File: src/hdl/fpdc_pkg.sv
// constants, field layout and carrier types of the two-fan duty controller
package fpdc_pkg;

   // ****************************************
   // register offsets
   // ****************************************
   localparam logic [7:0] OFS_GLOBAL_CONFIG = 8'h02;
   localparam logic [7:0] OFS_START_DUTY = 8'h08;
   localparam logic [7:0] OFS_FAN1_CEIL = 8'h09;
   localparam logic [7:0] OFS_FAN2_CEIL = 8'h0A;
   localparam logic [7:0] OFS_FAN1_GOAL = 8'h0B;
   localparam logic [7:0] OFS_FAN2_GOAL = 8'h0C;
   localparam logic [7:0] OFS_FAN1_PRES = 8'h0D;
   localparam logic [7:0] OFS_FAN2_PRES = 8'h0E;
   localparam logic [7:0] OFS_CHAN1_START_T = 8'h0F;
   localparam logic [7:0] OFS_CHAN2_START_T = 8'h10;
   localparam logic [7:0] OFS_SETUP = 8'h11;
   localparam logic [7:0] OFS_RATE = 8'h12;
   localparam logic [7:0] OFS_STEP = 8'h13;

   // ****************************************
   // field positions
   // ****************************************
   localparam int GC_STANDBY = 7;
   localparam int GC_SOFT_RST = 6;
   localparam int GC_TMO_OFF = 5;
   localparam int GC_FAN1_POL = 4;
   localparam int GC_FAN2_POL = 3;
   localparam int GC_FLOOR = 2;
   localparam int GC_CH2_DIE = 1;
   localparam int GC_KICK_OFF = 0;
   localparam int FS_HYST = 7;
   localparam int FS_TSTEP = 6;
   localparam int FS_F1_C1 = 5;
   localparam int FS_F1_C2 = 4;
   localparam int FS_F2_C1 = 3;
   localparam int FS_F2_C2 = 2;
   localparam int RATE_F1_LSB = 5;
   localparam int RATE_F2_LSB = 2;
   localparam int STEP_C1_LSB = 4;
   localparam int STEP_C2_LSB = 0;

   // ****************************************
   // reset values and duty figures
   // ****************************************
   localparam logic [7:0] RST_GLOBAL = 8'h18;
   localparam logic [7:0] RST_CEIL = 8'hF0;
   localparam logic [7:0] RST_GOAL = 8'h00;
   localparam logic [7:0] RST_PRES = 8'h00;
   localparam logic [7:0] RST_START_T = 8'h00;
   localparam logic [7:0] RST_SETUP = 8'h00;
   localparam logic [7:0] RST_RATE = 8'hB4;
   localparam logic [7:0] RST_STEP = 8'h55;
   localparam logic [7:0] RST_START_DUTY = 8'h60;
   localparam logic [7:0] DUTY_FULL = 8'hF0;
   localparam logic [7:0] DUTY_CEIL_MIN = 8'h02;
   localparam logic [7:0] RAMP_STEP = 8'h02;
   localparam logic [7:0] HYST_LO = 8'h05;
   localparam logic [7:0] HYST_HI = 8'h0A;
   localparam logic [3:0] STEP_CODE_TOP = 4'hF;
   localparam logic [4:0] STEP_TOP_DUTY = 5'h1F;

   // ****************************************
   // timing
   // ****************************************
   localparam int CLK_HZ = 10_000_000;
   localparam int RAMP_TICK_US = 62500;
   localparam int RAMP_TICK_CYCLES = RAMP_TICK_US * (CLK_HZ / 1_000_000);
   localparam int SPIN_TICKS = 32;
   localparam int SMBUS_TMO_US = 25000;
   localparam int SMBUS_TMO_CYCLES = SMBUS_TMO_US * (CLK_HZ / 1_000_000);
   localparam int PWM_HZ = 33;
   localparam int PWM_SLOTS = 240;
   localparam int SLOT_CYCLES = CLK_HZ / (PWM_HZ * PWM_SLOTS);
   // arbitrary neutral bus address
   localparam logic [6:0] DEV_ADDR_DEFAULT = 7'h2A;

   // ****************************************
   // carrier types
   // ****************************************
   typedef struct packed {
      logic wr;
      logic [7:0] addr;
      logic [7:0] data;
   } fpdc_reg_req_t;

   typedef enum logic [3:0] {
      BUS_IDLE, BUS_ADDR, BUS_ACK_ADDR, BUS_CMD, BUS_ACK_CMD,
      BUS_WDATA, BUS_ACK_WDATA, BUS_RDATA, BUS_ACK_RD
   } fpdc_bus_st_t;

endpackage

File: src/hdl/fpdc_smbus_slave.sv
// two-wire management bus slave giving byte access to the register file
`timescale 1ns/1ps
module fpdc_smbus_slave import fpdc_pkg::*; #(
   parameter logic [6:0] DEV_ADDR = DEV_ADDR_DEFAULT,
   parameter int TMO_CYCLES = SMBUS_TMO_CYCLES
) (
   input wire logic i_core_clk,
   input wire logic i_rst_n,
   input wire logic i_scl,
   input wire logic i_sda,
   output logic o_sda_out,
   output logic o_sda_oe,
   input wire logic i_tmo_en,
   input wire logic [7:0] i_rdata,
   output fpdc_reg_req_t o_req
);
   localparam int TW = $clog2(TMO_CYCLES + 1);
   localparam logic [TW-1:0] TMO_LAST = TW'(TMO_CYCLES);

   typedef struct packed {
      fpdc_bus_st_t st;
      logic [7:0] sh;
      logic [3:0] cnt;
      logic [7:0] cmd;
      logic [7:0] wdata;
      logic rw;
      logic drive;
      logic wr;
      logic scl_q;
      logic sda_q;
      logic [TW-1:0] tmo;
   } fpdc_bus_state_t;

   fpdc_bus_state_t s_ff;
   fpdc_bus_state_t nxt_s;
   logic rise;
   logic fall;

   assign rise = i_scl & ~s_ff.scl_q;
   assign fall = ~i_scl & s_ff.scl_q;
   assign o_sda_out = 1'b0;
   assign o_sda_oe = s_ff.drive;
   assign o_req = '{wr: s_ff.wr, addr: s_ff.cmd, data: s_ff.wdata};

   always_comb begin
      nxt_s = s_ff;
      nxt_s.wr = 1'b0;
      nxt_s.scl_q = i_scl;
      nxt_s.sda_q = i_sda;
      // clock held low mid-transfer counts toward the timeout
      if (s_ff.st == BUS_IDLE || i_scl) begin
         nxt_s.tmo = '0;
      end else if (s_ff.tmo != TMO_LAST) begin
         nxt_s.tmo = s_ff.tmo + 1'b1;
      end
      if (i_scl && s_ff.scl_q && s_ff.sda_q && !i_sda) begin
         nxt_s.st = BUS_ADDR;
         nxt_s.cnt = 4'h0;
         nxt_s.drive = 1'b0;
      end else if (i_scl && s_ff.scl_q && !s_ff.sda_q && i_sda) begin
         nxt_s.st = BUS_IDLE;
         nxt_s.drive = 1'b0;
      end else if (i_tmo_en && s_ff.tmo == TMO_LAST) begin
         nxt_s.st = BUS_IDLE;
         nxt_s.drive = 1'b0;
      end else if (rise) begin
         if (s_ff.st == BUS_ADDR || s_ff.st == BUS_CMD || s_ff.st == BUS_WDATA) begin
            nxt_s.sh = {s_ff.sh[6:0], i_sda};
            nxt_s.cnt = s_ff.cnt + 4'h1;
         end
      end else if (fall) begin
         unique case (s_ff.st)
            BUS_ADDR: begin
               if (s_ff.cnt == 4'h8) begin
                  if (s_ff.sh[7:1] == DEV_ADDR) begin
                     nxt_s.st = BUS_ACK_ADDR;
                     nxt_s.rw = s_ff.sh[0];
                     nxt_s.drive = 1'b1;
                  end else begin
                     nxt_s.st = BUS_IDLE;
                  end
               end
            end
            BUS_ACK_ADDR: begin
               nxt_s.cnt = 4'h0;
               if (s_ff.rw) begin
                  nxt_s.st = BUS_RDATA;
                  nxt_s.sh = i_rdata;
                  nxt_s.drive = ~i_rdata[7];
               end else begin
                  nxt_s.st = BUS_CMD;
                  nxt_s.drive = 1'b0;
               end
            end
            BUS_CMD: begin
               if (s_ff.cnt == 4'h8) begin
                  nxt_s.cmd = s_ff.sh;
                  nxt_s.st = BUS_ACK_CMD;
                  nxt_s.drive = 1'b1;
               end
            end
            BUS_ACK_CMD: begin
               nxt_s.st = BUS_WDATA;
               nxt_s.cnt = 4'h0;
               nxt_s.drive = 1'b0;
            end
            BUS_WDATA: begin
               if (s_ff.cnt == 4'h8) begin
                  nxt_s.wdata = s_ff.sh;
                  nxt_s.wr = 1'b1;
                  nxt_s.st = BUS_ACK_WDATA;
                  nxt_s.drive = 1'b1;
               end
            end
            BUS_RDATA: begin
               if (s_ff.cnt == 4'h7) begin
                  nxt_s.st = BUS_ACK_RD;
                  nxt_s.drive = 1'b0;
               end else begin
                  nxt_s.sh = {s_ff.sh[6:0], 1'b0};
                  nxt_s.drive = ~s_ff.sh[6];
                  nxt_s.cnt = s_ff.cnt + 4'h1;
               end
            end
            BUS_ACK_WDATA, BUS_ACK_RD: begin
               // single byte per transfer; further bytes are not acknowledged
               nxt_s.st = BUS_IDLE;
               nxt_s.drive = 1'b0;
            end
            BUS_IDLE: begin
            end
         endcase
      end
   end

   always_ff @(posedge i_core_clk or negedge i_rst_n) begin
      if (!i_rst_n) begin
         // idle pin levels, so no false edge follows reset
         s_ff <= '{st: BUS_IDLE, scl_q: 1'b1, sda_q: 1'b1, default: '0};
      end else begin
         s_ff <= nxt_s;
      end
   end

endmodule

File: src/hdl/fpdc_fan_ctrl.sv
// two-fan duty controller: register file, temperature-to-duty law, ramp and pwm
`timescale 1ns/1ps
module fpdc_fan_ctrl import fpdc_pkg::*; #(
   parameter logic [6:0] DEV_ADDR = DEV_ADDR_DEFAULT,
   parameter int TMO_CYCLES = SMBUS_TMO_CYCLES,
   parameter int TICK_CYCLES = RAMP_TICK_CYCLES,
   parameter int SLOT_LEN = SLOT_CYCLES,
   parameter int SPIN_LEN = SPIN_TICKS
) (
   input wire logic i_core_clk,
   input wire logic i_rst_n,
   input wire logic i_scl,
   input wire logic i_sda,
   output logic o_sda_out,
   output logic o_sda_oe,
   input wire logic [7:0] i_chan1_temp,
   input wire logic [7:0] i_chan2_remote_temp,
   input wire logic [7:0] i_die_temp,
   output logic o_conv_halt,
   output logic o_fan1_drive_out,
   output logic o_fan1_drive_oe,
   output logic o_fan2_drive_out,
   output logic o_fan2_drive_oe
);
   localparam int KW = $clog2(TICK_CYCLES);
   localparam int PW = $clog2(SLOT_LEN + 1);
   localparam int SW = $clog2(SPIN_LEN + 1);
   localparam logic [KW-1:0] TICK_LAST = KW'(TICK_CYCLES - 1);
   localparam logic [PW-1:0] SLOT_LAST = PW'(SLOT_LEN - 1);
   localparam logic [SW-1:0] SPIN_LAST = SW'(SPIN_LEN - 1);
   localparam logic [7:0] SLOT_TOP = 8'(PWM_SLOTS - 1);

   typedef struct packed {
      logic [7:0] gcfg;
      logic [7:0] start_duty;
      logic [1:0][7:0] ceil;
      logic [1:0][7:0] goal;
      logic [1:0][7:0] pres;
      logic [1:0][7:0] start_t;
      logic [7:0] setup;
      logic [7:0] rate;
      logic [7:0] step;
      logic [1:0][7:0] eff_t;
      logic [KW-1:0] tick_cnt;
      logic tick;
      logic [1:0][5:0] rate_cnt;
      logic [1:0] spin;
      logic [1:0][SW-1:0] spin_cnt;
      logic [PW-1:0] slot_pre;
      logic [7:0] slot;
      logic [1:0] drv_oe;
   } fpdc_ctrl_state_t;

   function automatic fpdc_ctrl_state_t rst_state();
      fpdc_ctrl_state_t r;
      r = '0;
      r.gcfg = RST_GLOBAL;
      r.start_duty = RST_START_DUTY;
      r.ceil = {RST_CEIL, RST_CEIL};
      r.goal = {RST_GOAL, RST_GOAL};
      r.pres = {RST_PRES, RST_PRES};
      r.start_t = {RST_START_T, RST_START_T};
      r.setup = RST_SETUP;
      r.rate = RST_RATE;
      r.step = RST_STEP;
      return r;
   endfunction

   function automatic logic [7:0] clip_full(input logic [7:0] v);
      return (v > DUTY_FULL) ? DUTY_FULL : v;
   endfunction

   fpdc_ctrl_state_t s_ff;
   fpdc_ctrl_state_t nxt_s;
   fpdc_reg_req_t req;
   logic [7:0] rdata;
   logic [1:0][7:0] temp_in;
   logic [1:0][7:0] chan_duty;
   logic [7:0] start_duty_eff;

   // ****************************************
   // register bus
   // ****************************************
   fpdc_smbus_slave #(
      .DEV_ADDR(DEV_ADDR),
      .TMO_CYCLES(TMO_CYCLES)
   ) u_bus (
      .i_core_clk(i_core_clk),
      .i_rst_n(i_rst_n),
      .i_scl(i_scl),
      .i_sda(i_sda),
      .o_sda_out(o_sda_out),
      .o_sda_oe(o_sda_oe),
      .i_tmo_en(~s_ff.gcfg[GC_TMO_OFF]),
      .i_rdata(rdata),
      .o_req(req)
   );

   always_comb begin
      unique case (req.addr)
         OFS_GLOBAL_CONFIG: rdata = s_ff.gcfg;
         OFS_START_DUTY: rdata = s_ff.start_duty;
         OFS_FAN1_CEIL: rdata = s_ff.ceil[0];
         OFS_FAN2_CEIL: rdata = s_ff.ceil[1];
         OFS_FAN1_GOAL: rdata = s_ff.goal[0];
         OFS_FAN2_GOAL: rdata = s_ff.goal[1];
         OFS_FAN1_PRES: rdata = s_ff.pres[0];
         OFS_FAN2_PRES: rdata = s_ff.pres[1];
         OFS_CHAN1_START_T: rdata = s_ff.start_t[0];
         OFS_CHAN2_START_T: rdata = s_ff.start_t[1];
         OFS_SETUP: rdata = s_ff.setup;
         OFS_RATE: rdata = s_ff.rate;
         OFS_STEP: rdata = s_ff.step;
         default: rdata = 8'h00;
      endcase
   end

   // ****************************************
   // per-channel temperature to duty law
   // ****************************************
   assign temp_in[0] = i_chan1_temp;
   assign temp_in[1] = s_ff.gcfg[GC_CH2_DIE] ? i_die_temp : i_chan2_remote_temp;
   assign start_duty_eff = clip_full(s_ff.start_duty);

   for (genvar c = 0; c < 2; c++) begin : g_chan
      logic [3:0] code;
      logic [4:0] per_step;
      logic [7:0] diff;
      logic [7:0] nsteps;
      logic [13:0] raw;
      logic [7:0] duty;
      assign code = (c == 0) ? s_ff.step[STEP_C1_LSB +: 4] : s_ff.step[STEP_C2_LSB +: 4];
      assign per_step = (code == STEP_CODE_TOP) ? STEP_TOP_DUTY : {code, 1'b0};
      assign diff = s_ff.eff_t[c] - s_ff.start_t[c];
      assign nsteps = s_ff.setup[FS_TSTEP] ? {1'b0, diff[7:1]} : diff;
      assign raw = {6'h00, start_duty_eff} + (14'(nsteps) * 14'(per_step));
      assign chan_duty[c] = duty;
      always_comb begin
         if (s_ff.eff_t[c] >= s_ff.start_t[c]) begin
            duty = (raw > 14'(DUTY_FULL)) ? DUTY_FULL : raw[7:0];
         end else if (s_ff.gcfg[GC_FLOOR]) begin
            duty = start_duty_eff;
         end else begin
            duty = 8'h00;
         end
      end
   end

   // ****************************************
   // state update
   // ****************************************
   always_comb begin
      logic [7:0] hyst;
      logic [7:0] ceil_eff;
      logic [7:0] pick;
      logic [7:0] tgt;
      logic [7:0] drv;
      logic [2:0] rcode;
      logic [6:0] rlim;
      logic sel1;
      logic sel2;
      hyst = 8'h00;
      ceil_eff = 8'h00;
      pick = 8'h00;
      tgt = 8'h00;
      drv = 8'h00;
      rcode = 3'h0;
      rlim = 7'h00;
      sel1 = 1'b0;
      sel2 = 1'b0;
      nxt_s = s_ff;

      if (req.wr) begin
         unique case (req.addr)
            OFS_GLOBAL_CONFIG: nxt_s.gcfg = req.data & ~(8'h01 << GC_SOFT_RST);
            OFS_START_DUTY: nxt_s.start_duty = req.data;
            OFS_FAN1_CEIL: nxt_s.ceil[0] = req.data;
            OFS_FAN2_CEIL: nxt_s.ceil[1] = req.data;
            OFS_FAN1_GOAL: nxt_s.goal[0] = req.data;
            OFS_FAN2_GOAL: nxt_s.goal[1] = req.data;
            OFS_CHAN1_START_T: nxt_s.start_t[0] = req.data;
            OFS_CHAN2_START_T: nxt_s.start_t[1] = req.data;
            OFS_SETUP: nxt_s.setup = req.data;
            OFS_RATE: nxt_s.rate = req.data;
            OFS_STEP: nxt_s.step = req.data;
            default: ;
         endcase
      end

      // shared 1/16 s ramp timebase
      nxt_s.tick = (s_ff.tick_cnt == TICK_LAST);
      nxt_s.tick_cnt = nxt_s.tick ? '0 : s_ff.tick_cnt + 1'b1;

      // hysteresis: follow rises at once, falls only once they reach the band
      hyst = s_ff.setup[FS_HYST] ? HYST_HI : HYST_LO;
      for (int c = 0; c < 2; c++) begin
         if (!s_ff.gcfg[GC_STANDBY]) begin
            if (temp_in[c] > s_ff.eff_t[c] || s_ff.eff_t[c] - temp_in[c] >= hyst) begin
               nxt_s.eff_t[c] = temp_in[c];
            end
         end
      end

      for (int f = 0; f < 2; f++) begin
         sel1 = s_ff.setup[(f == 0) ? FS_F1_C1 : FS_F2_C1];
         sel2 = s_ff.setup[(f == 0) ? FS_F1_C2 : FS_F2_C2];
         pick = 8'h00;
         if (sel1 && chan_duty[0] > pick) begin
            pick = chan_duty[0];
         end
         if (sel2 && chan_duty[1] > pick) begin
            pick = chan_duty[1];
         end
         ceil_eff = clip_full(s_ff.ceil[f]);
         if (ceil_eff < DUTY_CEIL_MIN) begin
            ceil_eff = DUTY_CEIL_MIN;
         end
         if (sel1 || sel2) begin
            tgt = (pick > ceil_eff) ? ceil_eff : pick;
            nxt_s.goal[f] = tgt;
         end else begin
            tgt = clip_full(s_ff.goal[f]);
         end

         rcode = s_ff.rate[(f == 0) ? RATE_F1_LSB : RATE_F2_LSB +: 3];
         rlim = 7'h01 << (rcode - 3'h1);
         if (s_ff.spin[f]) begin
            if (s_ff.tick) begin
               if (s_ff.spin_cnt[f] == SPIN_LAST) begin
                  nxt_s.spin[f] = 1'b0;
                  nxt_s.pres[f] = tgt;
               end else begin
                  nxt_s.spin_cnt[f] = s_ff.spin_cnt[f] + 1'b1;
               end
            end
         end else if (!s_ff.gcfg[GC_KICK_OFF] && s_ff.pres[f] == 8'h00
                      && tgt != 8'h00) begin
            nxt_s.spin[f] = 1'b1;
            nxt_s.spin_cnt[f] = '0;
            nxt_s.pres[f] = DUTY_FULL;
         end else if (rcode == 3'h0) begin
            nxt_s.pres[f] = tgt;
         end else if (s_ff.tick) begin
            if ({1'b0, s_ff.rate_cnt[f]} + 7'h01 >= rlim) begin
               nxt_s.rate_cnt[f] = 6'h00;
               if (tgt > s_ff.pres[f]) begin
                  nxt_s.pres[f] = (tgt - s_ff.pres[f] > RAMP_STEP) ?
                                  s_ff.pres[f] + RAMP_STEP : tgt;
               end else if (tgt < s_ff.pres[f]) begin
                  nxt_s.pres[f] = (s_ff.pres[f] - tgt > RAMP_STEP) ?
                                  s_ff.pres[f] - RAMP_STEP : tgt;
               end
            end else begin
               nxt_s.rate_cnt[f] = s_ff.rate_cnt[f] + 6'h01;
            end
         end
      end

      // ****************************************
      // pwm slots
      // ****************************************
      if (s_ff.slot_pre == SLOT_LAST) begin
         nxt_s.slot_pre = '0;
         nxt_s.slot = (s_ff.slot == SLOT_TOP) ? 8'h00 : s_ff.slot + 8'h01;
      end else begin
         nxt_s.slot_pre = s_ff.slot_pre + 1'b1;
      end
      for (int f = 0; f < 2; f++) begin
         drv = s_ff.pres[f];
         // open drain: polarity 1 releases the pin for active slots
         if (s_ff.gcfg[GC_STANDBY]) begin
            nxt_s.drv_oe[f] = 1'b0;
         end else if (s_ff.gcfg[(f == 0) ? GC_FAN1_POL : GC_FAN2_POL]) begin
            nxt_s.drv_oe[f] = !(s_ff.slot < drv);
         end else begin
            nxt_s.drv_oe[f] = (s_ff.slot < drv);
         end
      end

      if (req.wr && req.addr == OFS_GLOBAL_CONFIG && req.data[GC_SOFT_RST]) begin
         nxt_s = rst_state();
      end
   end

   always_ff @(posedge i_core_clk or negedge i_rst_n) begin
      if (!i_rst_n) begin
         s_ff <= rst_state();
      end else begin
         s_ff <= nxt_s;
      end
   end

   assign o_conv_halt = s_ff.gcfg[GC_STANDBY];
   assign o_fan1_drive_out = 1'b0;
   assign o_fan2_drive_out = 1'b0;
   assign o_fan1_drive_oe = s_ff.drv_oe[0];
   assign o_fan2_drive_oe = s_ff.drv_oe[1];

endmodule

File: config.mk
export PLATFORM = sky130hd
export DESIGN_NAME = fpdc_fan_ctrl
export DESIGN_NICKNAME = d
export VERILOG_FILES = /design/src/hdl/fpdc_pkg.sv /design/src/hdl/fpdc_smbus_slave.sv /design/src/hdl/fpdc_fan_ctrl.sv
export SDC_FILE = /design/constraint.sdc
export NUM_CORES = 1
export LEC_CHECK = 0
export ABC_AREA = 1
export BUFFER_PORTS_ARGS = -buffer_cell sky130_fd_sc_hd__buf_2
export CORE_ASPECT_RATIO = 1.25
export CORE_MARGIN = 1.5
export CORE_UTILIZATION = 45
export CTS_CLUSTER_DIAMETER = 60
export DETAILED_ROUTE_END_ITERATION = 16
export REMOVE_ABC_BUFFERS = 1
export SLEW_MARGIN = 0
export SYNTH_ARGS = -nofsm -noshare
export SYNTH_HDL_FRONTEND = slang
export SYNTH_SLANG_ARGS = --single-unit
File: constraint.sdc
create_clock -name i_core_clk -period 15.8 [get_ports i_core_clk]
set_input_delay 0.79 -clock i_core_clk [delete_from_list [all_inputs] [get_ports i_core_clk]]
set_output_delay 0.79 -clock i_core_clk [all_outputs]
set_load 0.05 [all_outputs]
==> results of run 1 <==
==> cell type report <==
class / count / area share (%)
multi-input combinational: 2216 / 57.0
sequential: 242 / 25.6
inverter: 565 / 8.93
clock buffer: 40 / 3.43
tap: 644 / 3.39
timing repair buffer: 37 / 0.884
clock inverter: 12 / 0.742
==> cell usage in the layout, fill, tap and decap left out, types with 13 or more instances in the layout <==
master	synthesis	routed
nand2_1	677	677
o21ai_0	172	172
o21ai_1	18	18
inv_1	543	543
inv_2	15	15
o211ai_1	16	16
clkbuf_16	0	28
nand2_2	32	32
nand2_4	13	13
xnor2_1	15	15
nor4_1	17	17
nor2_1	249	249
a221oi_1	23	23
xor2_1	48	48
nand3_1	185	184
a21oi_1	149	149
fa_1	60	60
dfstp_2	22	22
dfrtp_1	220	220
buf_2	7	30
o22ai_1	72	72
ha_1	196	196
nor3_1	64	64
nand4_1	32	32
==> metrics by stage <==
step / instance area (µm²) / worst slack, ps
global placement: 22800 / 4130
detailed placement: 22800 / 3900
floorplan: 21800 / 5680
finish: 23800 / 3800
CTS: 23800 / 3820
global route: 23800 / 2530
==> power breakdown <==
part | internal (µW) | switching, µW | total, µW
Clock | 412 | 286 | 698
Sequential | 640 | 20.9 | 661
Combinational | 61.9 | 124 | 186
Total | 1110 | 431 | 1540
==> metal layers <==
| layer | wire, µm | share of wire (%) | up-vias | global-route usage (%) |
|---|---|---|---|---|
| met5 | 0 | 0 | - | 0 |
| met4 | 3500 | 5.2 | 0 | 13.0 |
| met3 | 2600 | 3.8 | 161 | 2.32 |
| met2 | 33400 | 49 | 552 | 48.3 |
| met1 | 28100 | 42 | 9837 | 32.3 |
| li1 | - | - | 10092 | - |
==> flip-flops by register name (all words and copies together), names as in the netlist <==
name / cells
o_fan1_drive_oe: 1
u_bus.o_sda_oe: 1
o_conv_halt: 1
u_bus.s_ff: 37
u_bus.o_req: 17
g_chan.code: 8
o_fan2_drive_oe: 1
s_ff: 176
==> cells in the mapped netlist, drive strengths merged, types with 7 or more instances <==
library cell and count:
o211ai 18, o21a 11, nor2 259, fa 60
xnor2 15, o22ai 72, a21oi 153, a221oi 23
ha 196, buf 13, a31oi 8, xor2 49
nor3 66, o2111ai 12, nand2 722, a21boi 7
dfrtp 220, mux2i 9, inv 559, nor4 18
dfstp 22, o21ai 201, o31ai 12, a22oi 11
or2 12, nand3 197, clkbuf 32, nand4 36
==> path summary, 6_finish.rpt <==
check / start / end / slack [ps]
setup reg to reg: s_ff[110] / s_ff[124] / 3800
hold / removal: i_rst_n / u_bus.s_ff[6] / 200
hold reg to reg: s_ff[48] / s_ff[48] / 460
setup / recovery: s_ff[110] / s_ff[124] / 3800
min in group i_core_clk: i_scl / u_bus.s_ff[19] / 350
max in group asynchronous: i_rst_n / s_ff[22] / 14080
==> logic make-up (layout without fill, tap and decap cells) <==
logic type,after synthesis,count (layout)
multiplexers,9,9
AO/OA/AOI/OAI,557,557
buffers and inverters,610,654
adder cells (fa/ha/maj),256,256
flip-flops,242,242
other,1,3
AND/OR/NAND/NOR,1327,1327
XOR/XNOR,64,64
==> qor.yml, run 1 <==
outcome:
  status: "complete, no violations"
die:
  fp.dieH_um: 250
  design.portCount: 35
  rows: 90
  fp.dieW_um: 201
  core_area_um2: 48200
  start_util_pct: 45.5
  die_area_um2: 50100
critical_path:
  worst-setup-path-type: "flop to flop"
  cp_max_fo: 14
  cp_top_family: "simple AND/OR/NAND/NOR gates"
  reg2regPathDepth: 64
  cp_num_buf_inv: 10
  worstSetupPathDepth: 64
  crit_slowest_cell: "fa_1"
  critPathArrivalTime_ps: 12470
  critPathMaxStageDelay_ps: 540
  worst_ep_required_time_ps: 16260
  cpMostUsedCell: "nand2_1"
  critPathLaunchType: "flop"
  setup.worst_path.end_class: "flop"
finish:
  n_antenna_cell: 0
  fin_cells: 3756
  drive_gt1_share_pct: 7.29
  num-fill-cells: 5005
  nNetsFinal: 3374
  multiInputGateArea_um2: 13600
  utilization_pct: 49.3
  register_area_um2: 6080
  area.growth.synth_to_final_pct: 8.33
detailed_routing:
  ant_nets: 0
  via_per_inst: 5.50
  wl_mm: 67.5
  drc_errors: 0
  drt_iter0_markers: 1440
  vias: 20642
  drt-wirelength-per-cell_um: 18.0
  drtPass1Iterations: 6
cts:
  htree_levels: 1
  insertion_delay_ps: 580
  cts-root-buf: "clkbuf_16"
  cts_tree: "built"
  cts_resized: 0
  clock_sinks: 242
  cts_buffers: 28
  cts_buffer_depth: 3
  path_clk_slew_ps: 60
  cts_hold_buffers: 0
  post-cts-setup-buffers: 0
sta:
  final-setup-viol-count: 0
  max_freq_ghz: 0.0833
  slew-limit-headroom_pct: 32.2
  rsz0062_at_grt: "false"
  setup_tns_ps: 0
  drv_slew: 0
  hold_viol_final: 0
  finalCritPeriodShare_pct: 76.0
  hold_slack_ps: 205
  clock-skew-final_ps: 17.2
  tightest_slew_ps: 1010
  period_minus_slack_ps: 12000
yosys:
  synth_seq_cells: 242
  synth.area.mux_share_pct: 0.411
  synth_top_family_by_area: "simple AND/OR/NAND/NOR gates"
  ys_seq_area_share_pct: 27.7
  synthFlopType: "dfrtp_1"
  synthDistinctLibCells: 69
  synth-simple-area-share_pct: 26.7
  synth_top_area_share_pct: 25.1
  synthArstFlopShare_pct: 100
  synth_fa_ha_area_share_pct: 16.6
  synth_top_cell_by_area: "dfrtp_1"
  netlist_instances: 3066
  synth_area_leaders: "dfrtp_1, nand2_1, ha_1"
  yosysWarningCount: 0
  synth.avg_cell_area_um2: 7.16
  synth_xor_area_share_pct: 2.59
  synth_compound_area_share_pct: 15.3
  synth_edf_count: 0
  synth_area_um2: 21900
power_and_ir_drop:
  p_total_uw: 1540
  leakagePower_uw: 0.0121
  power_density_nw_per_um2: 65.0
  vdd_drop_max_v: 0.0000798
place:
  gp_congestion: 0.957
  portBuffers: 31
  hpwlAfterDp_mm: 54.1
  dpl.cell_count: 3704
global_routing:
  grt_max_degree: 108
  grt_pass1_wl_mm: 108
  first_global_vias: 20452
  grt_remaining_overflow: 0
  grtUsageTotal_pct: 26.9
  antenna_found_initial: 0
hold_path:
  hold_path_class: "primary input to async pin"
job:
  cap_violations: 0
Note: power is estimated with default switching activity, not from simulation.
==> inputs of run 2 (changes only) <==
Settings changed: ABC_AREA 1 to 0.
Clock period 15.8 ns to 12.1 ns, I/O delays scaled along.
==> qor.yml, run 2 <==
outcome:
  status: "complete, no violations"
die:
  rows: 90  # unchanged
  die_area_um2: 50700  # +1.2%
  fp.dieH_um: 251  # +0.58%
  design.portCount: 35  # unchanged
  core_area_um2: 48500  # +0.70%
  fp.dieW_um: 202  # +0.57%
  start_util_pct: 45.7  # +0.21 points
sta:
  finalCritPeriodShare_pct: 99.3  # +23 points
  final-setup-viol-count: 0  # unchanged
  hold_slack_ps: 35.7  # -169 ps
  period_minus_slack_ps: 12010  # +6.74 ps
  rsz0062_at_grt: "true"
  max_freq_ghz: 0.0833  # about the same
  clock-skew-final_ps: 41.9  # +24.7 ps
  tightest_slew_ps: 1210  # +204 ps
  setup_tns_ps: 0  # unchanged
  slew-limit-headroom_pct: 18.5  # -14 points
  drv_slew: 0  # unchanged
  hold_viol_final: 0  # unchanged
finish:
  utilization_pct: 58.5  # +9.2 points
  num-fill-cells: 4380  # -12%
  area.growth.synth_to_final_pct: 27.9
  multiInputGateArea_um2: 16300  # +21%
  register_area_um2: 6080  # unchanged
  final_cell_mix: "buf_4, nand2_1, dfrtp_1"
  nNetsFinal: 3312  # -1.8%
  largest_register: "s_ff"
  largest_reg_flops: 176  # unchanged
  final_common_cell: "buf_4"
  drive_gt1_share_pct: 26.5  # +19 points
cts:
  cts_hold_buffers: 0  # unchanged
  clock_sinks: 242  # unchanged
  path_clk_slew_ps: 70  # about the same
  cts_buffer_depth: 3  # unchanged
  cts_buffers: 30  # +7.1%
  htree_levels: 1  # unchanged
  insertion_delay_ps: 610  # +30 ps
  cts-root-buf: "clkbuf_16"
  cts_tree: "built"
yosys:
  synth-simple-area-share_pct: 22.0  # -4.7 points
  synthFlopType: "dfrtp_1"
  synth_fa_ha_area_share_pct: 16.5  # -0.19 points
  synth.avg_cell_area_um2: 8.31  # +16%
  synth_xor_area_share_pct: 4.18  # +1.6 points
  synth_seq_cells: 242  # unchanged
  synth_top_area_share_pct: 24.8  # -0.29 points
  synth_area_um2: 22200  # +1.2%
  synthDistinctLibCells: 108  # +57%
  ys_seq_area_share_pct: 27.4  # -0.32 points
  yosysWarningCount: 0  # unchanged
  synth_most_common_cell: "nand2_1"
  netlist_instances: 2672  # -13%
  synthArstFlopShare_pct: 100  # unchanged
  synth_edf_count: 0  # unchanged
  synth_compound_area_share_pct: 21.6  # +6.3 points
  synth_common_cells: "nand2_1, dfrtp_1, nor2_1"
  synth_top_family_by_area: "simple AND/OR/NAND/NOR gates"
  synth_top_cell_by_area: "dfrtp_1"
  synth.area.mux_share_pct: 2.76  # +2.3 points
  synth_area_leaders: "dfrtp_1, ha_1, fa_1"
job:
  cap_violations: 0  # unchanged
detailed_routing:
  ant_nets: 0  # unchanged
  drt_iter0_markers: 1702  # +18%
  wl_mm: 79.8  # +18%
  via_per_inst: 5.98  # +8.8%
  drt-wirelength-per-cell_um: 21.6  # +20%
  drtPass1Iterations: 6  # unchanged
  drc_errors: 0  # unchanged
  vias: 22086  # +7.0%
global_routing:
  grt_pass1_wl_mm: 125  # +15%
  antenna_found_initial: 1  # +1
  first_global_vias: 22357  # +9.3%
  grt_remaining_overflow: 0  # unchanged
  grt_max_degree: 115  # +6.5%
  grtUsageTotal_pct: 31.0  # +4.1 points
critical_path:
  worst-setup-path-type: "flop to flop"
  setup.worst_path.end_class: "flop"
  crit_slowest_cell: "fa_1"
  critPathLaunchType: "flop"
  worst_ep_required_time_ps: 12610  # -3650 ps
  cp_max_fo: 11  # -3
  critPathArrivalTime_ps: 12530  # +60 ps
  cp_top_family: "compound AO/OA/AOI/OAI gates"
  cp_num_buf_inv: 18  # +8
  critPathMaxStageDelay_ps: 540  # about the same
  cpMostUsedCell: "buf_4"
place:
  gp_congestion: 1.08  # +13%
  hpwlAfterDp_mm: 59.4  # +9.8%
  portBuffers: 31  # unchanged
power_and_ir_drop:
  leakagePower_uw: 0.0125  # +3.4%
  vdd_drop_max_v: 0.000123  # +54%
  power_density_nw_per_um2: 75.2  # +16%
hold_path:
  hold_path_class: "primary input to async pin"
==> run 2: cell count changes after synthesis, moves of 44 or more <==
cell,change
nand3_1,-67
xnor2_1,+44
clkbuf_1,+62
a21o_1,+50
nand2_1,-384
o22ai_1,-66
nor2_1,-50
nor2b_1,+51
nand2b_1,+51
inv_1,-349
==> run 2: area by class of cell <==
| class | instances | area share, % |
|---|---|---|
| flip-flops and latches | 242 | 21.4 |
| multi-input cells | 2117 | 57.6 |
| well taps | 644 | 2.84 |
| clock buffers | 35 | 2.78 |
| clock inverters | 19 | 0.926 |
| diodes | 1 | 0.00882 |
| inverters | 196 | 2.59 |
| repair buffers | 441 | 11.8 |
==> run 2: routing by layer <==
metal | up-vias | part of all wire [%] | GRT usage [%]
li1 | 10279 | - | -
met1 | 10728 | 39 | 36.5
met2 | 793 | 49 | 55.1
met3 | 286 | 5.3 | 3.45
met4 | 0 | 6.5 | 16.7
met5 | - | 0 | 0
==> run 2: power breakdown <==
group	total (µW)	switching (µW)	leakage, µW	internal, µW
Combinational	317	172	0.00882	146
Clock	954	394	0.000507	560
Sequential	863	31.8	0.00321	831
Total	2130	597	0.0125	1540
==> run 2: worst reg2reg max path: cells and delay by family (launching register included) <==
kind | cells | cell delay (ps)
AOI/OAI and AO/OA | 21 | 3810
xor gates and xnor gates | 1 | 180
adders and majority gates | 9 | 3120
buffers and inverters | 18 | 2010
DFF | 1 | 390
muxes | 2 | 430
and+or+nand+nor | 14 | 1970
==> run 2: logic make-up (layout without fill, tap and decap cells) <==
logic type,count (synthesis),count (layout)
buffers and inverters,315,691
multiplexers,56,56
XOR/XNOR,106,106
AND/OR/NAND/NOR,984,984
AO/OA/AOI/OAI,712,712
adder cells (fa/ha/maj),256,256
other,1,4
flip-flops,242,242
==> run 2: path summary, 6_finish.rpt <==
check / startpoint / endpoint / slack, ps / depth (start not counted)
worst max-delay path: s_ff[68] / s_ff[128] / 90 / 65
worst min-delay path: i_rst_n / s_ff[46] / 40 / 1
worst max register to register: s_ff[68] / s_ff[128] / 90 / 65
worst min register to register: s_ff[48] / s_ff[48] / 490 / 1
max in group asynchronous: i_rst_n / u_bus.s_ff[5] / 10490 / 2
min in group i_core_clk: i_scl / u_bus.s_ff[19] / 160 / 1
==> run 2: metrics by stage <==
step / power [µW] / cells / area [µm²] / worst slack [ps]
after floorplan: 1020 / 2555 / 21700 / -546
after global placement: 1130 / 3574 / 25300 / -851
after detailed placement: 1140 / 3574 / 25300 / -1080
after CTS: 2120 / 3657 / 27100 / 1.13
after global routing: 2210 / 3694 / 28400 / -446
final: 2130 / 3695 / 28400 / 89.1
==> run 2: repair_timing <==
| action | in CTS | in global routing |
|---|---|---|
| buffers inserted | 29 | 38 |
| pin swaps | 55 | 98 |
| endpoints found under the setup margin | 16 | 16 |
| gates resized for setup | 118 | 210 |
==> inputs of run 3 (changes only) <==
Clock period 12.1 ns to 10.07 ns, I/O delays scaled along.
==> qor.yml, run 3 (synthesis gave the netlist of run 2 again) <==
finish:
  num-fill-cells: 4293  # -2.0%
  utilization_pct: 60.0  # +1.5 points
  fin_cells: 3786  # +2.5%
  area.growth.synth_to_final_pct: 31.1
  register_area_um2: 6080  # unchanged
  final_cell_mix: "buf_4, nand2_1, dfrtp_1"
  multiInputGateArea_um2: 16400  # +0.11%
  drive_gt1_share_pct: 28.5  # +2.1 points
  largest_reg_flops: 176  # unchanged
  final_common_cell: "buf_4"
  largest_register: "s_ff"
  nNetsFinal: 3401  # +2.7%
  n_antenna_cell: 0  # -1
sta:
  max_freq_ghz: 0.0816  # -2.0%
  rsz0062_at_grt: "true"
  hold_slack_ps: -17.3  # -53.0 ps
  fin_ws_ps: -2180  # -2270 ps
  tightest_slew_ps: 1330  # +112 ps
  slew-limit-headroom_pct: 10.9  # -7.5 points
  clock-skew-final_ps: 25.9  # -15.9 ps
  final-setup-viol-count: 42  # +42
  drv_slew: 0  # unchanged
  finalCritPeriodShare_pct: 122  # +22 points
  period_minus_slack_ps: 12250  # +241 ps
  hold_viol_final: 4  # +4
detailed_routing:
  drc_errors: 0  # unchanged
  drt_iter0_markers: 2004  # +18%
  ant_nets: 0  # unchanged
  drt-wirelength-per-cell_um: 21.1  # -2.3%
  wl_mm: 79.9  # about the same
  drtPass1Iterations: 6  # unchanged
  vias: 22498  # +1.9%
  via_per_inst: 5.94  # -0.58%
critical_path:
  worst_ep_required_time_ps: 10500  # -2110 ps
  reg2reg_to: "s_ff[130]"
  r2r_start: "s_ff[109]"
  cp_num_buf_inv: 12  # -6
  setup.worst_path.end_class: "flop"
  cpMostUsedCell: "a21o_1"
  critPathMaxStageDelay_ps: 550  # about the same
  reg2regPathDepth: 57  # -12%
  critPathArrivalTime_ps: 12680  # +150 ps
  critPathLaunchType: "flop"
  rrSetupSlack_ps: -2180  # -2270 ps
  crit_slowest_cell: "fa_1"
  cp_max_fo: 6  # -5
  worst-setup-path-type: "flop to flop"
  cp_top_family: "compound AO/OA/AOI/OAI gates"
place:
  hpwlAfterDp_mm: 59.4  # about the same
  dpl.cell_count: 3651  # +2.2%
  gp_congestion: 0.988  # -8.5%
  portBuffers: 31  # unchanged
  pre_cts_ws_ps: -3080  # -2000 ps
global_routing:
  grt_remaining_overflow: 0  # unchanged
  grt_pass1_wl_mm: 125  # about the same
  first_global_vias: 22605  # +1.1%
  grt_max_degree: 106  # -7.8%
  grtUsageTotal_pct: 31.1  # +0.12 points
  antenna_found_initial: 0  # -1
outcome:
  status: "complete, but fails checks"
  violations: "hold timing, setup timing"
power_and_ir_drop:
  power_density_nw_per_um2: 89.5  # +19%
  vdd_drop_max_v: 0.000161  # +31%
  leakagePower_uw: 0.0130  # +3.5%
  p_total_uw: 2600  # +22%
cts:
  cts_buffers: 34  # +13%
  cts_buffer_depth: 3  # unchanged
  cts-root-buf: "clkbuf_16"
  clock_sinks: 242  # unchanged
  path_clk_slew_ps: 60  # about the same
  cts_tree: "built"
  cts_hold_buffers: 0  # unchanged
  insertion_delay_ps: 560  # -50 ps
  htree_levels: 2  # +1
die:
  start_util_pct: 45.7  # unchanged
  rows: 90  # unchanged
  fp.dieW_um: 202  # unchanged
  design.portCount: 35  # unchanged
  die_area_um2: 50700  # unchanged
  core_area_um2: 48500  # unchanged
  fp.dieH_um: 251  # unchanged
job:
  cap_violations: 0  # unchanged
hold_path:
  hold_path_class: "primary input to async pin"
## run 3: cell types whose count changed in the layout (fill, tap and decap cells not counted), moves of 7 or more
| cell | change |
|---|---|
| buf_4 | +73 |
| buf_6 | +15 |
| o21ai_2 | +8 |
| clkbuf_1 | +7 |
| o21ai_1 | -7 |
## run 3: worst max-delay path by stage
stage / startpoint / end / slack, ps / depth (start not counted)
6_report: s_ff[109] / s_ff[130] / -2180 / 57
5_1_grt: s_ff[117] / s_ff[130] / -2610 / 58
4_1_cts: s_ff[68] / s_ff[131] / -1820 / 61
3_5_place_dp: s_ff[68] / s_ff[127] / -3080 / 58
3_3_place_gp: s_ff[117] / s_ff[131] / -2860 / 56
2_1_floorplan: s_ff[77] / s_ff[139] / -2580 / 53
## run 3: metrics by stage
| stage | instance area [µm²] | setup TNS, ps |
|---|---|---|
| 2_1_floorplan | 21700 | -49550 |
| 3_3_place_gp | 25900 | -60400 |
| 3_5_place_dp | 25900 | -66580 |
| 4_1_cts | 28300 | -32250 |
| 5_1_grt | 29100 | -63330 |
| 6_report | 29100 | -43300 |
## run 3: cell type report
| cell class | instances | share of cell area, % |
|---|---|---|
| clock buffers | 47 | 3.23 |
| inverters | 196 | 2.54 |
| flip-flops and latches | 242 | 20.9 |
| clock inverters | 14 | 0.533 |
| repair buffers | 526 | 13.8 |
| multi-input cells | 2117 | 56.2 |
| well taps | 644 | 2.77 |
## run 3: metal layers
layer | part of all wire (%) | up-vias | track usage [%] | wire length, µm
met2 | 49 | 770 | 54.3 | 39500
met1 | 39 | 10973 | 36.3 | 30800
met4 | 6.6 | 0 | 19.1 | 5290
met3 | 5.3 | 291 | 3.94 | 4250
li1 | - | 10464 | - | -
met5 | 0 | - | 0 | 0
## run 3: timing repair
action / 4_1_cts / 5_1_grt
endpoints found under the setup margin: 42 / 42
buffers inserted: 48 / 28
gates resized for setup: 220 / 136
hold endpoints to repair: 0 / 0
pin swaps: 132 / 88
## run 3: power by group
group          switching (µW)  internal, µW  total [µW]
registers                38.8           999        1040
clock network             485           714        1200
logic                     197           171         367
total                     721          1880        2600
